[src/hw/mcsfr_pkg.sv]
// Package: SFR addresses, reset values, field positions and carriers.
// Assumes an 8-bit direct SFR address space driven by the core.
package mcsfr_pkg;
    localparam logic [7:0] ADR_PORT0_LATCH   = 8'h80;
    localparam logic [7:0] ADR_STACK_POINTER = 8'h81;
    localparam logic [7:0] ADR_DPTR0_LOW     = 8'h82;
    localparam logic [7:0] ADR_DPTR0_HIGH    = 8'h83;
    localparam logic [7:0] ADR_DPTR1_LOW     = 8'h84;
    localparam logic [7:0] ADR_DPTR1_HIGH    = 8'h85;
    localparam logic [7:0] ADR_PORT1_LATCH   = 8'h90;
    localparam logic [7:0] ADR_PORT1_DIR     = 8'h91;
    localparam logic [7:0] ADR_POINTER_SEL   = 8'h92;
    localparam logic [7:0] ADR_PORT2_LATCH   = 8'ha0;
    localparam logic [7:0] ADR_PORT2_DIR     = 8'ha1;
    localparam logic [7:0] ADR_PORT0_DIR     = 8'ha2;
    localparam logic [7:0] ADR_IND_HIGH      = 8'hbf;
    localparam logic [7:0] ADR_IRQ_CTRL      = 8'hc0;
    localparam logic [7:0] ADR_PSW           = 8'hd0;
    localparam logic [7:0] ADR_BAUD_CTRL     = 8'hd8;
    localparam logic [7:0] ADR_ACCUMULATOR   = 8'he0;
    localparam logic [7:0] ADR_MULDIV_B      = 8'hf0;

    localparam logic [7:0]  RST_ZERO_BYTE    = 8'h00;
    localparam logic [7:0]  RST_STACK_PTR    = 8'h07;
    localparam logic [15:0] RST_PROG_CNT     = 16'h0000;
    localparam logic [7:0]  RST_PORT_LATCH   = 8'hff;
    localparam logic [7:0]  RST_PORT2_LATCH  = 8'h00;

    localparam int PSW_CARRY    = 7;
    localparam int PSW_HALF     = 6;
    localparam int PSW_USER0    = 5;
    localparam int PSW_BANK_HI  = 4;
    localparam int PSW_BANK_LO  = 3;
    localparam int PSW_OVERFLOW = 2;
    localparam int PSW_USER1    = 1;
    localparam int PSW_PARITY   = 0;
    localparam int BAUD_BIT     = 7;
    localparam logic [7:0] BAUD_MASK   = 8'h80;
    localparam logic [7:0] PSW_SW_MASK = 8'hfe;
    localparam int PORT2_PINS   = 6;
    localparam int PIN_COUNT    = 22;

    typedef enum logic [1:0] {
        MCSFR_ALU_NONE = 2'b00,
        MCSFR_ALU_ADD  = 2'b01,
        MCSFR_ALU_MUL  = 2'b10,
        MCSFR_ALU_DIV  = 2'b11
    } mcsfr_alu_e;

    // Direct SFR access from the core
    typedef struct packed {
        logic       wr;
        logic [7:0] addr;
        logic [7:0] wdata;
    } mcsfr_bus_s;

    // Core execution requests
    typedef struct packed {
        mcsfr_alu_e alu_op;
        logic       alu_cin;
        logic [7:0] alu_operand;
        logic       push;
        logic       pop;
        logic       pc_inc;
        logic       pc_load;
        logic [15:0] pc_value;
        logic       data_pointer_load;
        logic [15:0] data_pointer_value;
    } mcsfr_exec_s;
endpackage

[src/hw/mcsfr_core.sv]
// Notes on behaviour
// - Reset clears interrupt request, status word, accumulator and B.
// - Byte at 0xBF, reset zero, gives high address for indirect moves.
// - Baud control at 0xD8 keeps only bit 7.
// - B is multiply/divide operand and result, else scratch byte.
// - Status: carry 7, half carry 6, user 5, overflow 2, user 1.
// - Status bits 4:3 pick register bank base 0x00/08/10/18.
// - Status bit 0 set when accumulator has odd ones count.
// - Stack pointer resets to 0x07, pre-incremented on push or call.
// - Data pointer loads as 16-bit value or separate bytes.
// - Program counter resets to zero, increments per fetched byte.
// - Latch ones drive pins high, zeros drive low.
// - Direction registers at 0xA2, 0x91, 0xA1; one means output.
// - Ports at 0x80, 0x90, 0xA0 serve pins 0-7, 8-15, 16-21.
// - Port reads return actual pin levels, outputs included.
// - Two data pointers; select register bit 0 picks one.
//
// Core SFR file and I/O ports of the 8-bit controller.
// Assumes the execution unit drives one SFR access per MCLK cycle.
`timescale 1ns/1ns
module mcsfr_core
    import mcsfr_pkg::*;
(
    input  wire logic                 MCLK,
    input  wire logic                 RESETN,
    input  wire mcsfr_bus_s           SFR_BUS,
    input  wire mcsfr_exec_s          EXEC,
    output logic [7:0]                SFR_RDATA,
    output logic                      SFR_HIT,
    output logic [7:0]                ACC_VALUE,
    output logic [7:0]                PSW_VALUE,
    output logic [7:0]                STACK_PTR,
    output logic [15:0]               DATA_POINTER_VALUE,
    output logic [15:0]               PROG_CNT,
    output logic [7:0]                IND_HIGH_ADDR,
    output logic [4:0]                BANK_BASE,
    output logic                      BAUD_DOUBLE,
    output logic [7:0]                IRQ_CTRL,
    input  wire logic [PIN_COUNT-1:0] DIO_IN,
    output logic [PIN_COUNT-1:0]      DIO_OUT,
    output logic [PIN_COUNT-1:0]      DIO_OE
);
    logic [7:0]  acc_r;
    logic [7:0]  b_r;
    logic [7:0]  psw_r;
    logic [7:0]  sp_r;
    logic [15:0] dptr0_r;
    logic [15:0] dptr1_r;
    logic        dps_r;
    logic [15:0] pc_r;
    logic [7:0]  ind_r;
    logic [7:0]  irq_r;
    logic [7:0]  baud_r;
    logic [7:0]  acc_nxt;
    logic [7:0]  b_nxt;
    logic        alu_carry;
    logic        alu_half;
    logic        alu_ovf;
    logic        alu_go;
    logic [7:0]  rdata_nxt;
    logic        hit_nxt;
    logic [2:0]  port_hit;
    logic [7:0]  port_rd0;
    logic [7:0]  port_rd1;
    logic [7:0]  port_rd2;
    logic        parity;

    function automatic logic wr_at(input logic [7:0] a);
        wr_at = SFR_BUS.wr && SFR_BUS.addr == a;
    endfunction

    assign alu_go = EXEC.alu_op != MCSFR_ALU_NONE;
    assign parity = ^acc_r;

    mcsfr_flags u_alu (
        .op      (EXEC.alu_op),
        .cin     (EXEC.alu_cin),
        .acc     (acc_r),
        .bval    (b_r),
        .operand (EXEC.alu_operand),
        .acc_nxt (acc_nxt),
        .b_nxt   (b_nxt),
        .carry   (alu_carry),
        .half    (alu_half),
        .ovf     (alu_ovf)
    );

    // Port 0, pins 0-7
    mcsfr_port #(
        .WIDTH     (8),
        .LATCH_RST (RST_PORT_LATCH),
        .LATCH_ADR (ADR_PORT0_LATCH),
        .DIR_ADR   (ADR_PORT0_DIR)
    ) u_port0 (
        .clk     (MCLK),
        .rst_n   (RESETN),
        .bus     (SFR_BUS),
        .pin_in  (DIO_IN[7:0]),
        .pin_out (DIO_OUT[7:0]),
        .pin_oe  (DIO_OE[7:0]),
        .hit     (port_hit[0]),
        .rdata   (port_rd0)
    );

    // Port 1, pins 8-15
    mcsfr_port #(
        .WIDTH     (8),
        .LATCH_RST (RST_PORT_LATCH),
        .LATCH_ADR (ADR_PORT1_LATCH),
        .DIR_ADR   (ADR_PORT1_DIR)
    ) u_port1 (
        .clk     (MCLK),
        .rst_n   (RESETN),
        .bus     (SFR_BUS),
        .pin_in  (DIO_IN[15:8]),
        .pin_out (DIO_OUT[15:8]),
        .pin_oe  (DIO_OE[15:8]),
        .hit     (port_hit[1]),
        .rdata   (port_rd1)
    );

    // Port 2, pins 16-21
    mcsfr_port #(
        .WIDTH     (PORT2_PINS),
        .LATCH_RST (RST_PORT2_LATCH),
        .LATCH_ADR (ADR_PORT2_LATCH),
        .DIR_ADR   (ADR_PORT2_DIR)
    ) u_port2 (
        .clk     (MCLK),
        .rst_n   (RESETN),
        .bus     (SFR_BUS),
        .pin_in  (DIO_IN[21:16]),
        .pin_out (DIO_OUT[21:16]),
        .pin_oe  (DIO_OE[21:16]),
        .hit     (port_hit[2]),
        .rdata   (port_rd2)
    );

    // Accumulator
    always_ff @(posedge MCLK) begin
        if (!RESETN) begin
            acc_r <= RST_ZERO_BYTE;
        end else if (wr_at(ADR_ACCUMULATOR)) begin
            acc_r <= SFR_BUS.wdata;
        end else if (alu_go) begin
            acc_r <= acc_nxt;
        end
    end

    // B register
    always_ff @(posedge MCLK) begin
        if (!RESETN) begin
            b_r <= RST_ZERO_BYTE;
        end else if (wr_at(ADR_MULDIV_B)) begin
            b_r <= SFR_BUS.wdata;
        end else if (alu_go) begin
            b_r <= b_nxt;
        end
    end

    // Status word; parity is never stored from software
    always_ff @(posedge MCLK) begin
        if (!RESETN) begin
            psw_r <= RST_ZERO_BYTE;
        end else begin
            if (wr_at(ADR_PSW)) begin
                psw_r[7:1] <= SFR_BUS.wdata[7:1];
            end else if (alu_go) begin
                psw_r[PSW_OVERFLOW] <= alu_ovf;
                if (EXEC.alu_op == MCSFR_ALU_ADD) begin
                    psw_r[PSW_CARRY] <= alu_carry;
                    psw_r[PSW_HALF]  <= alu_half;
                end else begin
                    psw_r[PSW_CARRY] <= 1'b0;
                end
            end
            psw_r[PSW_PARITY] <= alu_go ? ^acc_nxt : parity;
        end
    end

    // Stack pointer
    always_ff @(posedge MCLK) begin
        if (!RESETN) begin
            sp_r <= RST_STACK_PTR;
        end else if (wr_at(ADR_STACK_POINTER)) begin
            sp_r <= SFR_BUS.wdata;
        end else if (EXEC.push) begin
            sp_r <= sp_r + 8'h01;
        end else if (EXEC.pop) begin
            sp_r <= sp_r - 8'h01;
        end
    end

    // Data pointers and select
    always_ff @(posedge MCLK) begin
        if (!RESETN) begin
            dptr0_r <= {RST_ZERO_BYTE, RST_ZERO_BYTE};
            dptr1_r <= {RST_ZERO_BYTE, RST_ZERO_BYTE};
        end else begin
            if (EXEC.data_pointer_load && !dps_r) begin
                dptr0_r <= EXEC.data_pointer_value;
            end else if (wr_at(ADR_DPTR0_LOW)) begin
                dptr0_r[7:0] <= SFR_BUS.wdata;
            end else if (wr_at(ADR_DPTR0_HIGH)) begin
                dptr0_r[15:8] <= SFR_BUS.wdata;
            end
            if (EXEC.data_pointer_load && dps_r) begin
                dptr1_r <= EXEC.data_pointer_value;
            end else if (wr_at(ADR_DPTR1_LOW)) begin
                dptr1_r[7:0] <= SFR_BUS.wdata;
            end else if (wr_at(ADR_DPTR1_HIGH)) begin
                dptr1_r[15:8] <= SFR_BUS.wdata;
            end
        end
    end

    always_ff @(posedge MCLK) begin
        if (!RESETN) begin
            dps_r <= 1'b0;
        end else if (wr_at(ADR_POINTER_SEL)) begin
            dps_r <= SFR_BUS.wdata[0];
        end
    end

    // Program counter
    always_ff @(posedge MCLK) begin
        if (!RESETN) begin
            pc_r <= RST_PROG_CNT;
        end else if (EXEC.pc_load) begin
            pc_r <= EXEC.pc_value;
        end else if (EXEC.pc_inc) begin
            pc_r <= pc_r + 16'h0001;
        end
    end

    // Indirect high address, interrupt request, baud control
    always_ff @(posedge MCLK) begin
        if (!RESETN) begin
            ind_r  <= RST_ZERO_BYTE;
            irq_r  <= RST_ZERO_BYTE;
            baud_r <= RST_ZERO_BYTE;
        end else begin
            if (wr_at(ADR_IND_HIGH)) begin
                ind_r <= SFR_BUS.wdata;
            end
            if (wr_at(ADR_IRQ_CTRL)) begin
                irq_r <= SFR_BUS.wdata;
            end
            if (wr_at(ADR_BAUD_CTRL)) begin
                baud_r <= SFR_BUS.wdata & BAUD_MASK;
            end
        end
    end

    // Read decode
    always_comb begin
        hit_nxt   = 1'b1;
        rdata_nxt = 8'h00;
        if (SFR_BUS.addr == ADR_ACCUMULATOR) begin
            rdata_nxt = acc_r;
        end else if (SFR_BUS.addr == ADR_MULDIV_B) begin
            rdata_nxt = b_r;
        end else if (SFR_BUS.addr == ADR_PSW) begin
            rdata_nxt = psw_r;
        end else if (SFR_BUS.addr == ADR_STACK_POINTER) begin
            rdata_nxt = sp_r;
        end else if (SFR_BUS.addr == ADR_DPTR0_LOW) begin
            rdata_nxt = dptr0_r[7:0];
        end else if (SFR_BUS.addr == ADR_DPTR0_HIGH) begin
            rdata_nxt = dptr0_r[15:8];
        end else if (SFR_BUS.addr == ADR_DPTR1_LOW) begin
            rdata_nxt = dptr1_r[7:0];
        end else if (SFR_BUS.addr == ADR_DPTR1_HIGH) begin
            rdata_nxt = dptr1_r[15:8];
        end else if (SFR_BUS.addr == ADR_POINTER_SEL) begin
            rdata_nxt = {7'h00, dps_r};
        end else if (SFR_BUS.addr == ADR_IND_HIGH) begin
            rdata_nxt = ind_r;
        end else if (SFR_BUS.addr == ADR_IRQ_CTRL) begin
            rdata_nxt = irq_r;
        end else if (SFR_BUS.addr == ADR_BAUD_CTRL) begin
            rdata_nxt = baud_r;
        end else if (port_hit[0]) begin
            rdata_nxt = port_rd0;
        end else if (port_hit[1]) begin
            rdata_nxt = port_rd1;
        end else if (port_hit[2]) begin
            rdata_nxt = port_rd2;
        end else begin
            hit_nxt = 1'b0;
        end
    end

    // Registered outputs
    always_ff @(posedge MCLK) begin
        if (!RESETN) begin
            SFR_RDATA     <= 8'h00;
            SFR_HIT       <= 1'b0;
            ACC_VALUE     <= RST_ZERO_BYTE;
            PSW_VALUE     <= RST_ZERO_BYTE;
            STACK_PTR     <= RST_STACK_PTR;
            DATA_POINTER_VALUE    <= 16'h0000;
            PROG_CNT      <= RST_PROG_CNT;
            IND_HIGH_ADDR <= RST_ZERO_BYTE;
            BANK_BASE     <= 5'h00;
            BAUD_DOUBLE   <= 1'b0;
            IRQ_CTRL      <= RST_ZERO_BYTE;
        end else begin
            SFR_RDATA     <= rdata_nxt;
            SFR_HIT       <= hit_nxt;
            ACC_VALUE     <= acc_r;
            PSW_VALUE     <= psw_r;
            STACK_PTR     <= sp_r;
            DATA_POINTER_VALUE    <= dps_r ? dptr1_r : dptr0_r;
            PROG_CNT      <= pc_r;
            IND_HIGH_ADDR <= ind_r;
            BANK_BASE <= {psw_r[PSW_BANK_HI:PSW_BANK_LO], 3'b000};
            BAUD_DOUBLE   <= baud_r[BAUD_BIT];
            IRQ_CTRL      <= irq_r;
        end
    end
endmodule // mcsfr_core

[src/hw/mcsfr_flags.sv]
// Arithmetic unit: add with carry, multiply, divide and the status flags.
// Assumes the core presents operands and asks for one op per cycle.
`timescale 1ns/1ns
module mcsfr_flags
    import mcsfr_pkg::*;
(
    input  wire mcsfr_alu_e  op,
    input  wire logic        cin,
    input  wire logic [7:0]  acc,
    input  wire logic [7:0]  bval,
    input  wire logic [7:0]  operand,
    output logic [7:0]       acc_nxt,
    output logic [7:0]       b_nxt,
    output logic             carry,
    output logic             half,
    output logic             ovf
);
    logic [4:0]  low_sum;
    logic [8:0]  full_sum;
    logic [7:0]  seven_sum;
    logic [15:0] prod;

    always_comb begin
        low_sum   = {1'b0, acc[3:0]} + {1'b0, operand[3:0]} + {4'h0, cin};
        full_sum  = {1'b0, acc} + {1'b0, operand} + {8'h00, cin};
        seven_sum = {1'b0, acc[6:0]} + {1'b0, operand[6:0]} + {7'h00, cin};
        prod      = {8'h00, acc} * {8'h00, bval};
        acc_nxt   = acc;
        b_nxt     = bval;
        carry     = 1'b0;
        half      = 1'b0;
        ovf       = 1'b0;
        case (op)
            MCSFR_ALU_ADD: begin
                acc_nxt = full_sum[7:0];
                carry   = full_sum[8];
                half    = low_sum[4];
                ovf     = full_sum[8] ^ seven_sum[7];
            end
            MCSFR_ALU_MUL: begin
                acc_nxt = prod[7:0];
                b_nxt   = prod[15:8];
                ovf     = |prod[15:8];
            end
            MCSFR_ALU_DIV: begin
                if (bval == 8'h00) begin
                    ovf = 1'b1;
                end else begin
                    acc_nxt = acc / bval;
                    b_nxt   = acc % bval;
                end
            end
            default: begin
                acc_nxt = acc;
            end
        endcase
    end
endmodule // mcsfr_flags

[src/hw/mcsfr_port.sv]
// One I/O port: data latch, direction register and pin readback.
// Assumes pin inputs already synchronous to MCLK.
`timescale 1ns/1ns
module mcsfr_port
    import mcsfr_pkg::*;
#(
    parameter int           WIDTH     = 8,
    parameter logic [7:0]   LATCH_RST = 8'hff,
    parameter logic [7:0]   LATCH_ADR = 8'h80,
    parameter logic [7:0]   DIR_ADR   = 8'ha2
) (
    input  wire logic             clk,
    input  wire logic             rst_n,
    input  wire mcsfr_bus_s       bus,
    input  wire logic [WIDTH-1:0] pin_in,
    output logic [WIDTH-1:0]      pin_out,
    output logic [WIDTH-1:0]      pin_oe,
    output logic                  hit,
    output logic [7:0]            rdata
);
    logic [WIDTH-1:0] latch_r;
    logic [WIDTH-1:0] dir_r;

    always_ff @(posedge clk) begin
        if (!rst_n) begin
            latch_r <= LATCH_RST[WIDTH-1:0];
        end else if (bus.wr && bus.addr == LATCH_ADR) begin
            latch_r <= bus.wdata[WIDTH-1:0];
        end
    end

    always_ff @(posedge clk) begin
        if (!rst_n) begin
            dir_r <= RST_ZERO_BYTE[WIDTH-1:0];
        end else if (bus.wr && bus.addr == DIR_ADR) begin
            dir_r <= bus.wdata[WIDTH-1:0];
        end
    end

    // Pins driven straight from flops
    always_ff @(posedge clk) begin
        if (!rst_n) begin
            pin_out <= '0;
            pin_oe  <= '0;
        end else begin
            pin_out <= latch_r;
            pin_oe  <= dir_r;
        end
    end

    always_comb begin
        hit   = 1'b1;
        rdata = 8'h00;
        if (bus.addr == LATCH_ADR) begin
            rdata[WIDTH-1:0] = pin_in;
        end else if (bus.addr == DIR_ADR) begin
            rdata[WIDTH-1:0] = dir_r;
        end else begin
            hit = 1'b0;
        end
    end
endmodule // mcsfr_port
[config.mk]
export PLATFORM = sky130hd
export DESIGN_NAME = mcsfr_core
export DESIGN_NICKNAME = d
export VERILOG_FILES = /design/src/hw/mcsfr_pkg.sv /design/src/hw/mcsfr_core.sv /design/src/hw/mcsfr_flags.sv /design/src/hw/mcsfr_port.sv
export SDC_FILE = /design/constraint.sdc
export NUM_CORES = 1
export LEC_CHECK = 0
export BUFFER_PORTS_ARGS = -buffer_cell sky130_fd_sc_hd__buf_2
export CORE_MARGIN = 1.5
export CORE_UTILIZATION = 40
export DETAILED_ROUTE_END_ITERATION = 12
export PLACE_DENSITY = 0.65
export SLEW_MARGIN = 20
export SYNTH_ARGS = -nofsm -noshare
export SYNTH_HDL_FRONTEND = slang
export SYNTH_HIERARCHICAL = 1
export SYNTH_SLANG_ARGS = --single-unit
[constraint.sdc]
create_clock -name MCLK -period 13.7 [get_ports MCLK]
set_input_delay 0.685 -clock MCLK [delete_from_list [all_inputs] [get_ports MCLK]]
set_output_delay 0.685 -clock MCLK [all_outputs]
set_load 0.01 [all_outputs]
* Word level (Yosys, flattened, before mapping)
Cells that the tools add are included.
** Word-level totals
- Flip-flop bits (word level) :: 273
- Bits of input ports :: 89
- Output and inout bits :: 131
- Word-level logic and storage cells :: 191
** Cells by class
- Add/subtract/negate cells :: 9
- $mul :: 1
- Divide/modulo/power cells :: 2
- Eq/ne operators :: 24
- Multiplexer cells :: 73
- Bitwise gates (word level) :: 1
- Reduce and logical (&&, ||, !) cells :: 41
** Operators with widths (count)
- 8-bit two-way mux :: 33
- 8-bit == test, second input constant :: 18
- 16-bit two-way mux :: 5
- 1-bit two-way mux :: 27
- 8-bit case mux with 3 select lines :: 1
- 1-bit logical AND :: 20
- 2-bit nonzero test :: 10
- 6-bit two-way mux :: 3
- 16-bit by 1-bit adder with 16-bit output, second input constant :: 1
- 8-bit by 8-bit multiplier with 16-bit output :: 1
- 8-bit case mux with 2 select lines :: 1
- 8-bit XOR reduction :: 2
- 8-bit by 8-bit adder with 9-bit output :: 1
- 9-bit by 1-bit adder with 9-bit output :: 1
- 7-bit by 7-bit adder with 8-bit output :: 1
- 8-bit by 1-bit adder with 8-bit output :: 1
- 8-bit by 1-bit adder with 8-bit output, second input constant :: 1
- 8-bit by 8-bit divider with 8-bit output :: 1
- 8-bit logical NOT :: 1
- 8-bit by 8-bit remainder unit with 8-bit output :: 1
- 8-bit OR reduction :: 1
- 8-bit by 1-bit subtractor with 8-bit output, second input constant :: 1
- 2-bit AND reduction :: 3
- 3-bit nonzero test :: 2
- other kinds (11) :: 14

* Logic depth before layout (Yosys ltp)
Gate-level depths: netlist of the first run.
- Word-level depth :: 18
- Depth in mapped cells :: 58

* Modules after synthesis
The synthesis of the first run kept the hierarchy.
** Modules (own cells, without submodules)
- mcsfr_core :: times used 1, cells each 975, area each 8510.7 um^2
- mcsfr_flags :: times used 1, cells each 603, area each 4626.9 um^2
- mcsfr_port at u_port0 :: times used 1, cells each 130, area each 1265.0 um^2
- mcsfr_port at u_port1 :: times used 1, cells each 125, area each 1243.7 um^2
- mcsfr_port at u_port2 :: times used 1, cells each 90, area each 898.4 um^2

* Worst setup path before layout of the first run
No wires, ideal clock.
- Kind :: register to register
- Start :: register b_r[5]
- End :: register psw_r[0]
- Setup time :: 86 ps
- Arrival time :: 11426 ps
- Data required time :: 13614 ps
- Slack :: 2189 ps
- Cell stages (with the launch flop) :: 55
- Cell sequence :: dfxtp_1 > buf_6 > nor3_1 > nand2_1 > nor2_1 > a21oi_1 > a21oi_1 > ha_1 > o21a_1 > o311ai_0 > o211a_1 > ha_1 > o211ai_1 > a211o_4 > o2111a_4 > or2_2 > ha_1 > inv_1 > [19 not listed] > a21oi_1 > a21oi_1 > a41oi_1 > clkbuf_1 > nand2_1 > o221ai_1 > ha_1 > and4_1 > a311oi_1 > a21oi_1 > nor2_1 > nor2_1 > or2_1 > xnor2_1 > xnor2_1 > xnor2_1 > nor2_1 > a211oi_1
** Between the ends
- Word-level cells in the longest chain between the ends :: 5
- Elaborated cells between the ends (all ways) :: 7
** RTL lines
- start: declaration :: RTL line mcsfr_core.sv:44 : logic [7:0] b_r;
- start signal: assignment :: RTL line mcsfr_core.sv:155 : b_r <= SFR_BUS.wdata;
- start signal: assignment :: RTL line mcsfr_core.sv:157 : b_r <= b_nxt;
- 8-bit by 8-bit divider with 8-bit output / 8-bit logical NOT (equally long branches) :: RTL line mcsfr_flags.sv:49, mcsfr_flags.sv:46
- 8-bit two-way mux * :: RTL line mcsfr_flags.sv:46 : if (bval == 8'h00) begin
- 8-bit case mux with 3 select lines * :: RTL line mcsfr_flags.sv:33 : case (op)
- via acc_nxt[0] :: RTL line mcsfr_core.sv:54 : logic [7:0] acc_nxt;
- 8-bit XOR reduction * :: RTL line mcsfr_core.sv:177 : psw_r[PSW_PARITY] <= alu_go ? ^acc_nxt : parity;
- 1-bit two-way mux * :: RTL line mcsfr_core.sv:177
- end signal: indexed assignment :: RTL line mcsfr_core.sv:171 : psw_r[PSW_CARRY] <= alu_carry;
- end signal: indexed assignment :: RTL line mcsfr_core.sv:172 : psw_r[PSW_HALF] <= alu_half;
- end signal: indexed assignment :: RTL line mcsfr_core.sv:177
- end: declaration :: RTL line mcsfr_core.sv:45 : logic [7:0] psw_r;
Mark *: on every way through the listed nets, which the timed path passes. The rest lies on a longest branch.
A chain may end at the register's enable or synchronous reset.

* Final worst setup path of the first run
- Start :: register b_r[6]
- End :: register psw_r[0]
Same word-level chain as after synthesis.

==> flow_metrics.env, run 1 <==
export IMPL_status="completed"
export IMPL_max_freq_ghz=0.0796
export IMPL_synthArstFlopShare_pct=0
export IMPL_dr_first_iter_drc_count=1164
export IMPL_port_buffer_count=216
export IMPL_critical_path_arrival_ns=13.05
export IMPL_firstDrtPassIters=5
export IMPL_worstHoldPathCells=3
export IMPL_post_cts_buffers=0
export IMPL_hpwl_mm=38.4
export IMPL_ys_seq_elements=268
export IMPL_synthCells=1923
export IMPL_fin_nets=2298
export IMPL_required_ns=14.18
export IMPL_slew_headroom_pct=33.7
export IMPL_synth_edf_count=0
export IMPL_syn_to_final_growth_pct=14.2
export IMPL_grt_use_total_pct=24.2
export IMPL_netlist_cell_type_count=96
export IMPL_die_area_mm2=0.0426
export IMPL_clock_path_buffers=3
export IMPL_r2r_cells=56
export IMPL_holdCritStartpoint="EXEC[20]"
export IMPL_max_cap_violations=0
export IMPL_grt_overflow=0
export IMPL_final_antenna_net_count=0
export IMPL_worst_setup_path_type="flip-flop to flip-flop"
export IMPL_final_setup_skew_ns=0.0340
export IMPL_cts_root_buf="clkbuf_16"
export IMPL_mostFrequentLayoutCells="268 x dfxtp_1, 215 x buf_2, 191 x nor2_1, 174 x nand2_1, 120 x mux2i_1"
export IMPL_cts_tree="built"
export IMPL_worstPathMaxFanout=15
export IMPL_clock_latency_ns=0.58
export IMPL_hold_buffers=0
export IMPL_rows=74
export IMPL_ioPinCount=220
export IMPL_drv_slew=0
export IMPL_muxShareOfSynthArea_pct=8.30
export IMPL_whs_endpoint="pc_r[3]$_SDFFE_PN0P_"
export IMPL_grt_pass1_wl_mm=80.6
export IMPL_drive_gt1_share_pct=16.1
export IMPL_reg2reg_from="b_r[6]$_SDFFE_PN0P_"
export IMPL_wire_per_inst_um=20.1
export IMPL_grt_max_degree=93
export IMPL_synth_cell_area_mm2=0.0165
export IMPL_globalplace_congestion=0.919
export IMPL_synth_fa_ha_area_share_pct=11.7
export IMPL_syn_area_per_cell_um2=8.60
export IMPL_critical_path_endpoint_type="flip-flop"
export IMPL_synth_top_area_cell="dfxtp_1"
export IMPL_die_w_um=206
export IMPL_finalHoldViolCount=0
export IMPL_cpPeakStageDelay_ns=0.71
export IMPL_setup_viol=0
export IMPL_clkSlewWorstSetupHoldPaths_ns=0.07
export IMPL_synth_area_leaders="dfxtp_1 32%, mux2i_1 7.3%, ha_1 6.9%, fa_1 4.8%, nor2_1 4.3%"
export IMPL_synth_top_family_by_area="simple AND/OR/NAND/NOR gates"
export IMPL_start_util_pct=40.5
export IMPL_via_count=14924
export IMPL_fin_crit_sh_pct=91.8
export IMPL_tightest_slew_ns=0.994
export IMPL_synth_simple_area_share_pct=20.9
export IMPL_timing_setup_tns_ns=0
export IMPL_diodes=0
export IMPL_cts_htree_levels=1
export IMPL_via_per_inst=5.67
export IMPL_layout_commonest_cell="dfxtp_1"
export IMPL_finalCriticalPeriod_ns=12.57
export IMPL_rsz0062_at_grt="false"
export IMPL_worstHoldPathType="primary input to flip-flop"
export IMPL_drc=0
export IMPL_rrSetupSlack_ns=1.13
export IMPL_antenna_found_initial=0
export IMPL_cts_buffers=28
export IMPL_r2r_end="psw_r[0]$_SDFF_PN0_"
export IMPL_critPathLaunchType="flip-flop"
export IMPL_synth_warning_count=6
export IMPL_synth_top_cell_area_share_pct=32.4
export IMPL_core_area_mm2=0.0408
export IMPL_die_h_um=206
export IMPL_drt_total_wl_mm=52.8
export IMPL_yosysSeqAreaShare_pct=32.4
export IMPL_synth_compound_area_share_pct=17.3
export IMPL_crit_top_cell="ha_1"
export IMPL_synth_xor_area_share_pct=3.23
export IMPL_slowest_stage="dfxtp_1"
export IMPL_synth_top_flop_cell="dfxtp_1"
export IMPL_grt_pass1_vias=14148
export IMPL_cts_sinks=268
layout make-up:
cell class                 count  area (um2)
fill                        3972       21900
multi-input combinational   1421       10200
sequential                   268        5370
timing repair buffer         238        1250
clock buffer                  38         808
tap                          532         666
inverter                     121         454
clock inverter                12         161
timing repair:
| item | in CTS | in global routing |
|---|---|---|
| setup endpoints to repair | 0 | 9 |
| endpoints found under the hold margin | 0 | 0 |
| resized for setup | 0 | 2 |
cells in the mapped netlist, types with 11 or more instances:
library cell	count
a211o_1	11
a211oi_1	27
a21o_1	12
a21oi_1	94
a221oi_1	14
a311oi_1	27
and2_1	76
and3_1	12
buf_2	18
buf_4	11
clkbuf_1	77
dfxtp_1	268
fa_1	40
ha_1	91
inv_1	119
mux2i_1	120
nand2_1	174
nand2b_1	18
nand3_1	47
nand4_1	21
nor2_1	191
nor2b_1	39
nor3_1	29
o211ai_1	14
o21a_1	25
o21ai_0	91
o221ai_1	11
xnor2_1	49
xor2_1	12
layer usage:
metal	wire length, um	GRT usage, %	vias up
li1	-	-	7043
met1	23300	33.1	7133
met2	23800	38.8	628
met3	3910	3.09	120
met4	1750	8.90	0
met5	0	0	-
logic make-up (layout without fill, tap and decap cells):
group | Yosys count | after routing
AO/OA/AOI/OAI | 418 | 418
XOR/XNOR | 61 | 61
adder cells (fa/ha/maj) | 131 | 131
buffers and inverters | 237 | 409
flip-flops | 268 | 268
multiplexers | 132 | 132
other | 2 | 5
AND/OR/NAND/NOR | 674 | 674
worst max-delay path: cells and delay by family, from the launching register on:
family          cells  cell delay (ns)
fa+ha+maj           7             1.91
mux                 1             0.31
compound gates     21             4.79
buf+inv             5             0.71
simple gates       19             3.53
flops               1             0.71
xor+xnor            3             0.47
how the worst max path moves through the flow:
stage                                   start                  end  slack, ns  depth (start not counted)
after floorplan           b_r[5]$_SDFFE_PN0P_  psw_r[0]$_SDFF_PN0_       2.19                         54
after global placement    b_r[6]$_SDFFE_PN0P_  psw_r[0]$_SDFF_PN0_       1.24                         56
after detailed placement  b_r[6]$_SDFFE_PN0P_  psw_r[0]$_SDFF_PN0_       0.95                         56
after CTS                 b_r[6]$_SDFFE_PN0P_  psw_r[0]$_SDFF_PN0_       0.92                         56
after global routing      b_r[6]$_SDFFE_PN0P_  b_r[2]$_SDFFE_PN0P_       0.04                         57
final                     b_r[6]$_SDFFE_PN0P_  psw_r[0]$_SDFF_PN0_       1.13                         56
registers in the layout, summed over array words and instances (netlist names), 16 cells and up:
name                flops
dptr0_r                16
dptr1_r                16
pc_r                   16
DATA_POINTER_VALUE     16
PROG_CNT               16
stage by stage:
stage               cell area [um2]  instances  utilization [%]  worst slack, ns  hold slack [ns]
floorplan                     16600       1926                -             2.19            0.404
global placement              17900       2580             43.9             1.24            0.413
detailed placement            17900       2580             43.9            0.947            0.426
CTS                           18900       2630             46.2            0.919            0.336
global route                  18900       2630             46.3           0.0361            0.368
finish                        18900       2630             46.3             1.13            0.353
Power of run 1 is not shown: default switching activity piles up to over one toggle a cycle in this logic, so the estimate is an artifact.
==> inputs of run 2 (changes only) <==
==> constraint.sdc (replaced) <==
create_clock -name MCLK -period 12.95 [get_ports MCLK]
set_input_delay 0.6475 -clock MCLK [delete_from_list [all_inputs] [get_ports MCLK]]
set_output_delay 0.6475 -clock MCLK [all_outputs]
set_load 0.01 [all_outputs]
==> run 2 against run 1 <==
  * Flip-flop and latch count did not move
  * Fmax increased by 4.9%
  * Hold slack worse by 0.034 ns
  * Critical path type unchanged
==> flow_metrics.env, run 2 (synthesis gave the netlist of run 1 again) <==
export IMPL_worstPathMaxFanout=11
export IMPL_dr_wl_met3_mm=3.87
export IMPL_wire_per_inst_um=20.0
export IMPL_core_area_mm2=0.0408
export IMPL_die_h_um=206
export IMPL_final_setup_skew_ns=0.0247
export IMPL_hold_buffers=0
export IMPL_cp_buffers_inverters=4
export IMPL_fin_nets=2300
export IMPL_worst_setup_path_type="flip-flop to flip-flop"
export IMPL_drt_total_wl_mm=52.8
export IMPL_cts_sinks=268
export IMPL_cts_tree="built"
export IMPL_nFillCells=3974
export IMPL_worstHoldPathType="primary input to flip-flop"
export IMPL_critPathLaunchType="flip-flop"
export IMPL_post_cts_buffers=0
export IMPL_syn_to_final_growth_pct=14.4
export IMPL_die_w_um=206
export IMPL_grt_use_total_pct=23.9
export IMPL_max_cap_violations=0
export IMPL_drive_gt1_share_pct=16.4
export IMPL_highest_signal_layer="met5"
export IMPL_grt_pass1_wl_mm=79.3
export IMPL_tightest_slew_ns=0.997
export IMPL_final_antenna_net_count=0
export IMPL_post_cts_resized=0
export IMPL_clkSlewWorstSetupHoldPaths_ns=0.06
export IMPL_via_per_inst=5.65
export IMPL_globalplace_congestion=0.921
export IMPL_hpwl_mm=38.2
export IMPL_crit_top_cell="ha_1"
export IMPL_grt_pass1_vias=13900
export IMPL_grt_max_degree=91
export IMPL_cts_root_buf="clkbuf_16"
export IMPL_cts_htree_levels=1
export IMPL_fin_crit_sh_pct=92.5
export IMPL_timing_setup_tns_ns=0
export IMPL_mostFrequentLayoutCells="267 x dfxtp_1, 215 x buf_2, 188 x nor2_1, 174 x nand2_1, 120 x mux2i_1"
export IMPL_crit_family="simple AND/OR/NAND/NOR gates"
export IMPL_required_ns=13.42
export IMPL_finalHoldViolCount=0
export IMPL_die_area_mm2=0.0426
export IMPL_dr_first_iter_drc_count=1240
export IMPL_ioPinCount=220
export IMPL_seqCellArea_mm2=0.00537
export IMPL_via_count=14890
export IMPL_start_util_pct=40.5
export IMPL_antenna_found_initial=1
export IMPL_setup_viol=0
export IMPL_clock_latency_ns=0.58
export IMPL_critical_path_endpoint_type="flip-flop"
export IMPL_dr_wl_met2_mm=23.7
export IMPL_cpPeakStageDelay_ns=0.46
export IMPL_firstDrtPassIters=5
export IMPL_drv_slew=0
export IMPL_slowest_stage="dfxtp_1"
export IMPL_wl_met1_mm=23.4
export IMPL_slew_headroom_pct=33.3
export IMPL_cts_buffers=28
export IMPL_finalCriticalPeriod_ns=11.98
export IMPL_rows=74
export IMPL_drc=0
export IMPL_rsz0062_at_grt="false"
export IMPL_critical_path_arrival_ns=12.45
export IMPL_layout_commonest_cell="dfxtp_1"
export IMPL_max_freq_ghz=0.0835
export IMPL_status="completed"
export IMPL_multi_input_area_mm2=0.0102
export IMPL_grt_overflow=0
export IMPL_port_buffer_count=216
export IMPL_clock_path_buffers=3
## run 2: metal layers
layer  vias to the layer above  GRT usage [%]
li1                       7051              -
met1                      7102           32.4
met2                       619           38.0
met3                       116           3.85
met4                         2           9.19
met5                         -              0
## run 2: path summary, 6_finish.rpt
check                                       start                            end  slack (ns)  cells past startpoint
setup / recovery              b_r[4]$_SDFFE_PN0P_            psw_r[0]$_SDFF_PN0_        0.97                     54
hold / removal                           EXEC[21]           pc_r[4]$_SDFFE_PN0P_        0.32                      3
setup reg to reg              b_r[4]$_SDFFE_PN0P_            psw_r[0]$_SDFF_PN0_        0.97                     54
hold reg to reg   u_port2/latch_r[1]$_SDFFE_PN0P_  u_port2/pin_out[1]$_SDFF_PN0_        0.44                      2
## run 2: layout make-up
| cell class | count | area share (%) |
|---|---|---|
| multi-input cells | 1421 | 53.9 |
| clock inverters | 15 | 1.06 |
| repair buffers | 240 | 6.68 |
| clock buffers | 36 | 4.12 |
| flip-flops and latches | 268 | 28.3 |
| diodes | 1 | 0.0132 |
| inverters | 121 | 2.40 |
| well taps | 532 | 3.52 |
## run 2: through the flow
stage          instance area [um2]  std cells  hold slack (ns)  setup WS (ns)  util, %
4_1_cts                      18900       2633            0.302          0.671     46.3
2_1_floorplan                16600       1926            0.404           1.44        -
6_report                     18900       2634            0.318          0.971     46.4
3_3_place_gp                 17900       2582            0.415          0.920     43.9
3_5_place_dp                 17900       2582            0.420          0.719     43.9
5_1_grt                      18900       2633            0.325         0.0802     46.4
## run 2: worst reg2reg max path, delay by kind of cell, from the launching register on
kind	cells	cell delay (ns)
buf+inv	4	0.45
xor+xnor	3	0.50
fa+ha+maj	7	2.02
simple gates	19	4.00
flops	1	0.46
compound gates	19	3.77
mux	2	0.70
Power of run 2 is left out for the same reason.
